$ cat src/rtl/rsw_pkg.sv
// Package for the reset-cause, sleep and wake block.
// Assumes a single 40 MHz core clock and a classic Wishbone register port.
package rsw_pkg;

  // Register byte offsets
  localparam logic [7:0] RSW_ADDR_STATUS = 8'h00;
  localparam logic [7:0] RSW_ADDR_CTRL = 8'h04;
  localparam logic [7:0] RSW_ADDR_WDOG = 8'h08;
  localparam logic [7:0] RSW_ADDR_PROT = 8'h0c;
  localparam logic [7:0] RSW_ADDR_IDW0 = 8'h10;
  localparam logic [7:0] RSW_ADDR_PROG = 8'h20;

  // Status register field positions
  localparam int RSW_BIT_WAKE_FLAG = 7;
  localparam int RSW_BIT_EXPIRED_N = 4;
  localparam int RSW_BIT_SLEEP_N = 3;
  localparam int RSW_BIT_ASLEEP = 0;

  // Control register field positions
  localparam int RSW_BIT_SLEEP_CMD = 0;
  localparam int RSW_BIT_CLR_WDOG = 1;
  localparam int RSW_BIT_WDOG_EN = 2;
  localparam int RSW_BIT_WAKE_EN = 3;
  localparam int RSW_BIT_EXTRST_EN = 4;
  localparam int RSW_BIT_PORT_READ = 5;

  // Reset values
  localparam logic [7:0] RSW_CTRL_RST = 8'h1c;
  localparam logic [15:0] RSW_WDOG_LIMIT_RST = 16'h02d0;

  // Program memory protection
  localparam logic [9:0] RSW_OPEN_LOW_LIMIT = 10'h040;
  localparam logic [9:0] RSW_TRIM_ADDR = 10'h3ff;
  localparam int RSW_NUM_ID = 4;

  // Serial programming framing
  localparam logic [4:0] RSW_CMD_BITS = 5'h06;
  localparam logic [4:0] RSW_DATA_BITS = 5'h0e;
  localparam logic [5:0] RSW_CMD_LOAD = 6'h02;
  localparam logic [5:0] RSW_CMD_READ = 6'h04;

  typedef enum logic [1:0] {RSW_RUN, RSW_SLEEP, RSW_PROG} rsw_mode_t;
  typedef enum logic [1:0] {RSW_P_CMD, RSW_P_LOAD, RSW_P_READ} rsw_pstate_t;

  // Wishbone request bundle
  typedef struct packed {
    logic cyc;
    logic stb;
    logic we;
    logic [7:0] adr;
    logic [3:0] sel;
    logic [31:0] dat;
  } rsw_wb_req_t;

  // Serial programming pin bundle
  typedef struct packed {
    logic vpp_high;
    logic clk;
    logic data;
  } rsw_prog_pins_t;

endpackage : rsw_pkg

$ cat src/rtl/rsw_top.sv
// Reset-cause flags, sleep entry, wake-up, watchdog and serial programming framing.
// Assumes synchronous pins, a classic Wishbone master and a core clock enable.
`timescale 1ns/1ps
module rsw_top (
  // Clock, reset and enable
  input wire logic I_REF_CLK,
  input wire logic I_RST,
  input wire logic I_CE,
  // Wishbone slave
  input wire rsw_pkg::rsw_wb_req_t I_WB,
  output logic [31:0] O_WB_DAT,
  output logic O_WB_ACK,
  // Pins and configuration
  input wire logic [3:0] I_WAKE_PINS,
  input wire logic I_EXT_RESET_PIN_N,
  input wire logic I_CODE_PROTECT,
  input wire rsw_pkg::rsw_prog_pins_t I_PROG,
  input wire logic [7:0] I_PORT_OUT,
  input wire logic [7:0] I_PORT_OE,
  // Program memory read port
  output logic [9:0] O_MEM_ADDR,
  input wire logic [13:0] I_MEM_DATA,
  // Outputs
  output logic [7:0] O_PORT_OUT,
  output logic [7:0] O_PORT_OE,
  output logic O_OSC_RUN,
  output logic O_CORE_RESET,
  output logic O_EXT_RESET_PIN_OE,
  output logic O_PROG_DATA_OUT,
  output logic O_PROG_DATA_OE
);
  import rsw_pkg::*;

  typedef struct packed {
    rsw_mode_t mode;
    logic pin_change_wake_flag;
    logic watchdog_expired_n;
    logic sleep_entered_n;
    logic [7:0] ctrl;
    logic [15:0] wdog_limit;
    logic [15:0] watchdog_counter;
    logic [3:0] wake_ref;
    logic [3:0][13:0] id_word;
    logic [13:0] prot_latch;
    logic ext_prev;
    logic vpp_prev;
    logic pclk_prev;
    rsw_pstate_t pstate;
    logic [4:0] pcount;
    logic [5:0] pcmd;
    logic [13:0] pshift;
    logic [9:0] paddr;
    logic [31:0] wb_dat;
    logic wb_ack;
    logic [7:0] port_out;
    logic [7:0] port_oe;
    logic osc_run;
    logic core_reset;
    logic pdata_out;
    logic pdata_oe;
  } rsw_state_t;

  rsw_state_t st;
  rsw_state_t next_st;

  logic wb_req;
  logic ext_fall;
  logic wdog_hit;
  logic pin_diff;
  logic pclk_rise;

  ////////////////////////////////////////////////////////////////////////////
  // Event decode
  always_comb begin
    wb_req = I_WB.cyc && I_WB.stb && !st.wb_ack;
    ext_fall = st.ext_prev && !I_EXT_RESET_PIN_N && st.ctrl[RSW_BIT_EXTRST_EN];
    wdog_hit = st.ctrl[RSW_BIT_WDOG_EN] && (st.watchdog_counter >= st.wdog_limit);
    // Compare against the last captured port value
    pin_diff = st.ctrl[RSW_BIT_WAKE_EN] && (I_WAKE_PINS != st.wake_ref);
    pclk_rise = I_PROG.clk && !st.pclk_prev;
  end

  ////////////////////////////////////////////////////////////////////////////
  // Next state
  always_comb begin
    next_st = st;
    next_st.wb_ack = 1'b0;
    next_st.core_reset = 1'b0;
    next_st.ext_prev = I_EXT_RESET_PIN_N;
    next_st.vpp_prev = I_PROG.vpp_high;
    next_st.pclk_prev = I_PROG.clk;
    next_st.ctrl[RSW_BIT_SLEEP_CMD] = 1'b0;
    next_st.ctrl[RSW_BIT_CLR_WDOG] = 1'b0;
    next_st.ctrl[RSW_BIT_PORT_READ] = 1'b0;
    // Watchdog runs while running or asleep, stops in program mode
    if (st.mode != RSW_PROG) begin
      next_st.watchdog_counter = st.watchdog_counter + 16'h0001;
    end
    // Port follows core only while awake; frozen in sleep
    if (st.mode == RSW_RUN) begin
      next_st.port_out = I_PORT_OUT;
      next_st.port_oe = I_PORT_OE;
    end
    // Reset-pin output never enabled; a watchdog reset stays internal
    case (st.mode)
      RSW_RUN: begin
        if (ext_fall) begin
          next_st.pin_change_wake_flag = 1'b0;
          next_st.core_reset = 1'b1;
          next_st.watchdog_counter = 16'h0000;
        end else if (wdog_hit) begin
          next_st.pin_change_wake_flag = 1'b0;
          next_st.watchdog_expired_n = 1'b0;
          next_st.core_reset = 1'b1;
          next_st.watchdog_counter = 16'h0000;
        end else if (st.ctrl[RSW_BIT_SLEEP_CMD]) begin
          next_st.mode = RSW_SLEEP;
          next_st.watchdog_counter = 16'h0000;
          next_st.watchdog_expired_n = 1'b1;
          next_st.sleep_entered_n = 1'b0;
          next_st.osc_run = 1'b0;
        end else if (st.ctrl[RSW_BIT_CLR_WDOG]) begin
          next_st.watchdog_counter = 16'h0000;
        end
        // Port read re-captures the change reference
        if (st.ctrl[RSW_BIT_PORT_READ]) begin
          next_st.wake_ref = I_WAKE_PINS;
        end
      end
      RSW_SLEEP: begin
        // Any enabled source wakes with a device reset
        if (ext_fall || wdog_hit || pin_diff) begin
          next_st.mode = RSW_RUN;
          next_st.osc_run = 1'b1;
          next_st.core_reset = 1'b1;
          next_st.watchdog_counter = 16'h0000;
          next_st.sleep_entered_n = 1'b0;
          if (ext_fall) begin
            next_st.pin_change_wake_flag = 1'b0;
            next_st.watchdog_expired_n = 1'b1;
          end else if (wdog_hit) begin
            next_st.pin_change_wake_flag = 1'b0;
            next_st.watchdog_expired_n = 1'b0;
          end else begin
            // Reference not refreshed, so a stale mismatch wakes again
            next_st.pin_change_wake_flag = 1'b1;
            next_st.watchdog_expired_n = 1'b1;
          end
        end
      end
      default: begin
        // Program mode ends when the programming level drops
        if (!I_PROG.vpp_high) begin
          next_st.mode = RSW_RUN;
          next_st.pdata_oe = 1'b0;
          next_st.core_reset = 1'b1;
        end else if (pclk_rise) begin
          // Serial framing on pin 1 clock and pin 0 data
          case (st.pstate)
            RSW_P_CMD: begin
              next_st.pcmd = {I_PROG.data, st.pcmd[5:1]};
              next_st.pcount = st.pcount + 5'h01;
              if (st.pcount == RSW_CMD_BITS - 5'h01) begin
                next_st.pcount = 5'h00;
                if ({I_PROG.data, st.pcmd[5:1]} == RSW_CMD_LOAD) begin
                  next_st.pstate = RSW_P_LOAD;
                end else if ({I_PROG.data, st.pcmd[5:1]} == RSW_CMD_READ) begin
                  next_st.pstate = RSW_P_READ;
                  next_st.pshift = st.prot_latch;
                  next_st.pdata_oe = 1'b1;
                  next_st.pdata_out = st.prot_latch[0];
                end else begin
                  next_st.paddr = st.paddr + 10'h001;
                end
              end
            end
            RSW_P_LOAD: begin
              next_st.pshift = {I_PROG.data, st.pshift[13:1]};
              next_st.pcount = st.pcount + 5'h01;
              if (st.pcount == RSW_DATA_BITS - 5'h01) begin
                next_st.pcount = 5'h00;
                next_st.pstate = RSW_P_CMD;
                // ID words writable only here
                if (st.paddr < 10'(RSW_NUM_ID)) begin
                  next_st.id_word[st.paddr[1:0]] = {I_PROG.data, st.pshift[13:1]};
                end
              end
            end
            default: begin
              next_st.pshift = {1'b0, st.pshift[13:1]};
              next_st.pdata_out = st.pshift[1];
              next_st.pcount = st.pcount + 5'h01;
              if (st.pcount == RSW_DATA_BITS - 5'h01) begin
                next_st.pcount = 5'h00;
                next_st.pstate = RSW_P_CMD;
                next_st.pdata_oe = 1'b0;
              end
            end
          endcase
        end
      end
    endcase
    // Read gate for program memory
    if (st.paddr < 10'(RSW_NUM_ID)) begin
      next_st.prot_latch = st.id_word[st.paddr[1:0]];
    end else if (!I_CODE_PROTECT || st.paddr < RSW_OPEN_LOW_LIMIT
                 || st.paddr == RSW_TRIM_ADDR) begin
      next_st.prot_latch = I_MEM_DATA;
    end else begin
      next_st.prot_latch = 14'h0000;
    end
    // Program entry on rising programming level with clock and data low
    if (st.mode != RSW_PROG && I_PROG.vpp_high && !st.vpp_prev
        && !I_PROG.clk && !I_PROG.data) begin
      next_st.mode = RSW_PROG;
      next_st.pstate = RSW_P_CMD;
      next_st.pcount = 5'h00;
      next_st.paddr = 10'h000;
      next_st.osc_run = 1'b1;
    end
    // Wishbone slave, one registered ack per request, a cycle after the request
    if (wb_req) begin
      next_st.wb_ack = 1'b1;
      next_st.wb_dat = 32'h0000_0000;
      if (I_WB.adr == RSW_ADDR_STATUS) begin
        // Cause flags read-only
        next_st.wb_dat[RSW_BIT_WAKE_FLAG] = st.pin_change_wake_flag;
        next_st.wb_dat[RSW_BIT_EXPIRED_N] = st.watchdog_expired_n;
        next_st.wb_dat[RSW_BIT_SLEEP_N] = st.sleep_entered_n;
        next_st.wb_dat[RSW_BIT_ASLEEP] = (st.mode == RSW_SLEEP);
      end else if (I_WB.adr == RSW_ADDR_CTRL) begin
        next_st.wb_dat[7:0] = st.ctrl;
        if (I_WB.we && I_WB.sel[0]) begin
          next_st.ctrl = I_WB.dat[7:0];
        end
      end else if (I_WB.adr == RSW_ADDR_WDOG) begin
        next_st.wb_dat[15:0] = st.watchdog_counter;
        if (I_WB.we && I_WB.sel[0]) begin
          next_st.wdog_limit[7:0] = I_WB.dat[7:0];
        end
        if (I_WB.we && I_WB.sel[1]) begin
          next_st.wdog_limit[15:8] = I_WB.dat[15:8];
        end
      end else if (I_WB.adr == RSW_ADDR_PROT) begin
        next_st.wb_dat[15:0] = st.wdog_limit;
      end else if (I_WB.adr == RSW_ADDR_PROG) begin
        next_st.wb_dat[1:0] = st.pstate;
      end
      // ID words are not reachable from software
    end
    if (I_RST) begin
      next_st = '0;
      next_st.mode = RSW_RUN;
      next_st.pstate = RSW_P_CMD;
      next_st.watchdog_expired_n = 1'b1;
      next_st.sleep_entered_n = 1'b1;
      next_st.ctrl = RSW_CTRL_RST;
      next_st.wdog_limit = RSW_WDOG_LIMIT_RST;
      next_st.ext_prev = 1'b1;
      next_st.osc_run = 1'b1;
      next_st.core_reset = 1'b1;
    end
  end

  ////////////////////////////////////////////////////////////////////////////
  // State register, frozen while the enable is low unless reset is high
  always_ff @(posedge I_REF_CLK) begin
    if (I_CE || I_RST) begin
      st <= next_st;
    end
  end

  // Outputs straight from state; reset-pin enable tied low
  always_comb begin
    O_WB_DAT = st.wb_dat;
    O_WB_ACK = st.wb_ack;
    O_PORT_OUT = st.port_out;
    O_PORT_OE = st.port_oe;
    O_OSC_RUN = st.osc_run;
    O_CORE_RESET = st.core_reset;
    O_EXT_RESET_PIN_OE = 1'b0;
    O_PROG_DATA_OUT = st.pdata_out;
    O_PROG_DATA_OE = st.pdata_oe;
    O_MEM_ADDR = st.paddr;
  end
endmodule : rsw_top

$ cat config.mk
export PLATFORM = sky130hd
export DESIGN_NAME = rsw_top
export DESIGN_NICKNAME = d
export VERILOG_FILES = /design/src/rtl/rsw_pkg.sv /design/src/rtl/rsw_top.sv
export SDC_FILE = /design/constraint.sdc
export NUM_CORES = 1
export LEC_CHECK = 0
export ABC_AREA = 1
export BUFFER_PORTS_ARGS = -buffer_cell sky130_fd_sc_hd__buf_2
export CAP_MARGIN = 20
export CORE_AREA = 2 2 146 119
export CTS_BUF_LIST = sky130_fd_sc_hd__clkbuf_2 sky130_fd_sc_hd__clkbuf_4 sky130_fd_sc_hd__clkbuf_8
export DETAILED_ROUTE_END_ITERATION = 10
export DIE_AREA = 0 0 148 121
export PLACE_DENSITY = 0.87
export SETUP_SLACK_MARGIN = 0.2
export SLEW_MARGIN = 20
export SYNTH_ARGS = -nofsm -noshare
export SYNTH_HDL_FRONTEND = slang
export SYNTH_SLANG_ARGS = --single-unit
$ cat constraint.sdc
create_clock -name I_REF_CLK -period 9.2 [get_ports I_REF_CLK]
set_input_delay 1.84 -clock I_REF_CLK [delete_from_list [all_inputs] [get_ports I_REF_CLK]]
set_output_delay 1.84 -clock I_REF_CLK [all_outputs]
set_load 0.01 [all_outputs]
==> metrics.yaml, run 1 <==
worstPathMaxFanout: 48
slowest_delay_ps: 670
period_minus_slack_ps: 4096
track_usage_pct: 25.70
syn_area_um2: 10390
cts_sinks: 194
outcome: "complete, no violations"
cp_slowest_cell: "buf_2"
ys_ff_latch: 194
avgSynthCellArea_um2: 9.389
postLayoutCellArea_um2: 11080
post-cts-setup-buffers: 0
dpl-instance-area_um2: 10750
wl_met1_um: 9610
htreeDepth: 4
antenna_found_initial: 0
n_antenna_cell: 0
layout.nets: 1272
start_util_pct: 63.39
max_clock_freq_mhz: 244.1
clkLatencyLatePin_ps: 480
fin_util_pct: 67.56
p_leak_uw: 0.004517
arrival_ps: 4230
drt_first_pass_iters: 5
cts_tree: "yes"
cp_top_family: "simple AND/OR/NAND/NOR gates"
ios: 153
clockBufferDepth: 2
fin_skew_ps: 15.90
fillers: 1283
maxSlewViolCount: 0
drtIter0Drc: 970
timing.final.crit_share_pct: 44.52
syn_to_final_growth_pct: 6.573
endpoint_kind: "flop"
path_common_cell: "nor2_1"
worst_slack_ps: 5104
drc: 0
fp-row-count: 42
vias: 7997
tns_ps: 0
start_kind: "input pin"
hp-class: "reg -> reg"
ctsResizeCount: 0
grt_pass1_vias: 7379
critPathRequiredTime_ps: 9330
place_congestion: 0.8969
dieHeight_um: 121
worst-path-buf-inv: 2
wl_per_cell_um: 16.21
powerDensity_nw_per_um2: 165.7
hold_buffers: 0
final_antenna_net_count: 0
fp.dieW_um: 148
cts_buffers: 17
rsz0062_at_grt: "no"
cap_violations: 0
yosys_warnings: 0
multi_input_area_um2: 3481
peakVddDrop_mv: 0.1059
drive_gt1_share_pct: 15.27
dp_hpwl_um: 14890
grt_overflow: 0
layout_common_cells: "edfxtp_1, nor2_1, inv_1"
drt_wl_total_um: 22570
path_cells: "buf_2 > nor2_1 > nor2_1 > inv_1 > a21oi_1 > a21oi_1 > nor2_1 > o21a_1"
clk_pin_slew_ps: 90
post_drt_via_cell_ratio: 5.745
hold_viol: 0
yosysUniqueCellTypes: 43
die-area_um2: 17910
worstMarginPinSlew_ps: 1088
netlist_instances: 1107
finalSetupViolations: 0
regArea_um2: 5826
slew_headroom_pct: 27.46
dp_worst_setup_slack_ps: 4609
grt_max_degree: 98
wl_met3_um: 2093
cts_root_buf: "clkbuf_8"
top_layer: "met4"
grt_pass1_wl_um: 36160
synth_seq_area_share_pct: 56.05
port_buffers: 117
core_area_um2: 16400
wl_met2_um: 10520
critPathKind: "in -> reg"
layout_commonest_cell: "edfxtp_1"
==> layout make-up <==
cell class                 instances  area share, %
sequential                       194          52.59
clock buffer                      18          2.180
clock inverter                    13         0.8133
multi-input combinational        683          31.42
timing repair buffer             124          5.761
tap                              220          2.485
inverter                         140          4.744
==> layer usage <==
layer / GRT usage, % / vias up
li1: - / 3827
met1: 37.26 / 3747
met2: 39.73 / 386
met3: 5.188 / 37
met4: 7.560 / 0
met5: 0 / -
==> registers in the layout (all words and copies together) (netlist names) <==
| register | flops |
|---|---|
| O_PROG_DATA_OUT | 1 |
| O_WB_ACK | 1 |
| O_CORE_RESET | 1 |
| O_OSC_RUN | 1 |
| st | 147 |
| O_PROG_DATA_OE | 1 |
| O_WB_DAT | 16 |
| O_PORT_OUT | 8 |
| O_PORT_OE | 8 |
| O_MEM_ADDR | 10 |
==> logic make-up (layout without fill, tap and decap cells) <==
group           Yosys count  count (layout)  synth area share (%)
xor+xnor                  8               8                0.6742
other cells               1              17               0.03608
compound gates          282             282                 14.77
simple gates            353             353                 14.54
buf+inv                 246             295                 11.16
fa+ha+maj                23              23                 2.769
flops                   194             194                 56.05
==> final timing paths <==
check                           cells after the start                        start                     endpoint  slack [ps]
worst max-delay path                                8                        I_RST  O_MEM_ADDR[9]$_SDFFCE_PP0P_        5100
worst min-delay path                                2         st[98]$_SDFFCE_PP0N_         st[68]$_SDFFCE_PP0P_         540
worst max register to register                     11  O_MEM_ADDR[1]$_SDFFCE_PP0P_         st[95]$_SDFFCE_PP0N_        5670
worst min register to register                      2         st[98]$_SDFFCE_PP0N_         st[68]$_SDFFCE_PP0P_         540
==> cell usage after synthesis, drive strengths merged <==
library cell	n	area (um^2)
edfxtp	194	5826
nor2	154	600.6
inv	140	525.5
o21ai	132	660.6
nand2	128	483.0
a21oi	100	500.5
buf	69	495.5
clkbuf	37	138.9
nand3	27	135.1
ha	23	287.8
nor3	22	143.9
o22ai	18	112.6
nand4	10	62.56
xor2	7	61.31
o31ai	6	60.06
a31oi	5	31.28
o211ai	5	37.54
o32ai	5	43.79
o21a	4	30.03
or2	4	25.03
nor4	3	18.77
a211oi	2	15.01
nand3b	2	18.77
nor3b	2	15.01
a221oi	1	8.760
a22o	1	8.760
a41oi	1	8.760
conb	1	3.750
nor4b	1	8.760
o2111ai	1	8.760
o221ai	1	8.760
xnor2	1	8.760
==> power by group <==
group	switching, uW	total [uW]	internal [uW]	leakage [uW]
clock	309	497	188	0.000166
sequential	36.0	1080	1050	0.00193
combinational	174	257	83.0	0.00242
total	519	1840	1320	0.00452
==> through the flow <==
step	hold slack, ps	instances	power, uW
after floorplan	500.0	1123	1287
after global placement	506.6	1361	1341
after detailed placement	511.4	1361	1355
after CTS	535.5	1392	1836
after global routing	555.0	1392	1912
final	535.4	1392	1836
==> tightest hold or removal path: cells and delay by family, from the launching register on <==
family | cells | cell delay (ps)
AND/OR/NAND/NOR | 1 | 50
flip-flops | 1 | 330
AO/OA/AOI/OAI | 1 | 60
(Power assumes the default switching activity.)
==> inputs of run 2 (changes only) <==
- CORE_AREA: 2 2 146 119 -> 2 2 159 130
- DIE_AREA: 0 0 148 121 -> 0 0 161 132
- PLACE_DENSITY: 0.87 -> 0.78
- clock period: 9.2 -> 3.6 ns (I/O delays scaled with it)
==> run 2 against run 1 <==
Against the previous run:
- clock power increased to 3.0 times the previous value
- sequential cell count is the same
- register-to-register slack got worse by 4800 ps
- global-route usage shrank 3.9 points
- utilization shrank 9.8 points
- sequential share of layout area decreased by 1.0 points
- first-iteration DRC count is 9.5% lower
- critical path type is now reg -> reg
- largest power group unchanged
- highest routed layer unchanged
==> metrics.yaml, run 2 (synthesized netlist as in run 1, its figures left out) <==
endpoint_kind: "flop"
htreeDepth: 4
port_buffers: 117
wl_per_cell_um: 16.00
powerDensity_nw_per_um2: 436.0
syn_to_final_growth_pct: 8.679
slew_headroom_pct: 30.61
peakVddDrop_mv: 0.2246
clkLatencyLatePin_ps: 480
worstPathMaxFanout: 14
n_antenna_cell: 0
die-area_um2: 21250
fp.dieW_um: 161
drive_gt1_share_pct: 16.05
largest_reg_flops: 147
grt_pass1_vias: 7327
ctsResizeCount: 0
hp-class: "in -> reg"
fp-row-count: 46
post_drt_via_cell_ratio: 5.491
track_usage_pct: 21.82
drt_wl_total_um: 23170
timing.final.crit_share_pct: 75.42
post-cts-setup-buffers: 0
layout.nets: 1283
place_congestion: 0.8648
clk_pin_slew_ps: 100
cp_slowest_cell: "nor2_2"
grt_overflow: 0
worst-path-buf-inv: 0
critPathRequiredTime_ps: 3810
critPathKind: "reg -> reg"
drt_first_pass_iters: 5
hold_buffers: 0
cts_tree: "yes"
maxSlewViolCount: 0
cts_buffers: 17
dieHeight_um: 132
outcome: "complete, no violations"
final_antenna_net_count: 0
start_kind: "flop"
hold_viol: 0
vias: 7951
core_area_um2: 19570
cts_sinks: 194
drtIter0Drc: 878
fin_skew_ps: 11.15
cap_violations: 0
ios: 153
grt_pass1_wl_um: 37000
layout_commonest_cell: "edfxtp_1"
start_util_pct: 53.11
fillers: 1722
top_register: "st"
worstMarginPinSlew_ps: 1041
drc: 0
tns_ps: 0
clockBufferDepth: 2
dp_hpwl_um: 15570
grt_max_degree: 71
max_clock_freq_mhz: 368.3
path_common_cell: "nand2_1"
rsz0062_at_grt: "no"
period_minus_slack_ps: 2715
cp_top_family: "simple AND/OR/NAND/NOR gates"
p_leak_uw: 0.004610
path_cells: "ha_1 > nand2_1 > o21ai_0 > a21oi_1 > nand2_1 > nand2_1 > nand3_1 > nand2_1 > nor2_2 > nor2_1"
slowest_delay_ps: 530
fin_util_pct: 57.72
layout_common_cells: "edfxtp_1, nor2_1, inv_1"
arrival_ps: 2930
cts_root_buf: "clkbuf_8"
finalSetupViolations: 0
antenna_found_initial: 0
==> run 2: cell count changes in the layout (fill, tap and decap cells not counted), sizes merged <==
cell | before | now
bufinv | 0 | 3
inv | 142 | 141
buf | 124 | 135
clkinvlp | 3 | 2
==> run 2: tightest hold or removal path: cells and delay by family <==
| kind | cells | cell delay, ps |
|---|---|---|
| simple gates | 2 | 100 |
| buf+inv | 1 | 80 |
==> run 2: layer usage <==
metal / global-route usage [%] / up-vias / wire [um]
li1: - / 3851 / -
met1: 32.76 / 3721 / 10740
met3: 4.247 / 32 / 1800
met5: 0 / - / 0
met4: 5.704 / 0 / 259
met2: 32.69 / 347 / 10370
==> run 2: layout make-up <==
type	count	area [um^2]	share of cell area (%)
Inverter	140	525.5	4.652
Sequential cell	194	5826	51.57
Multi-Input combinational cell	683	3476	30.77
Timing Repair Buffer	135	733.2	6.491
Clock inverter	14	163.9	1.451
Tap cell	264	330.3	2.924
Clock buffer	18	241.5	2.138
==> run 2: where the power goes <==
group	switching [uW]	total, uW	leakage [uW]	internal, uW
Sequential	89.4	2760	0.00193	2670
Combinational	451	670	0.00247	219
Clock	803	1490	0.000204	692
==> run 2: final timing paths <==
path                                            start               endpoint  slack (ps)  cells past startpoint
worst min-delay path                          I_WB[9]  st[192]$_SDFFCE_PP1P_         520                      3
worst max register to register  st[178]$_SDFFCE_PP0N_  st[182]$_SDFFCE_PP0N_         880                     10
worst max-delay path            st[178]$_SDFFCE_PP0N_  st[182]$_SDFFCE_PP0N_         880                     10
worst min register to register   st[99]$_SDFFCE_PP0N_   st[69]$_SDFFCE_PP0P_         550                      2
==> run 2: metrics by stage <==
stage	setup slack, ps	hold WS (ps)	std cells	total power, uW	instance area [um^2]
4_1_cts	928.9	495.6	1448	4939	11300
3_5_place_dp	741.5	521.8	1416	3473	10890
3_3_place_gp	732.7	505.9	1416	3449	10890
2_1_floorplan	587.2	500.0	1123	3289	10460
6_report	884.9	520.5	1448	4925	11300
5_1_grt	708.0	506.6	1448	5127	11300
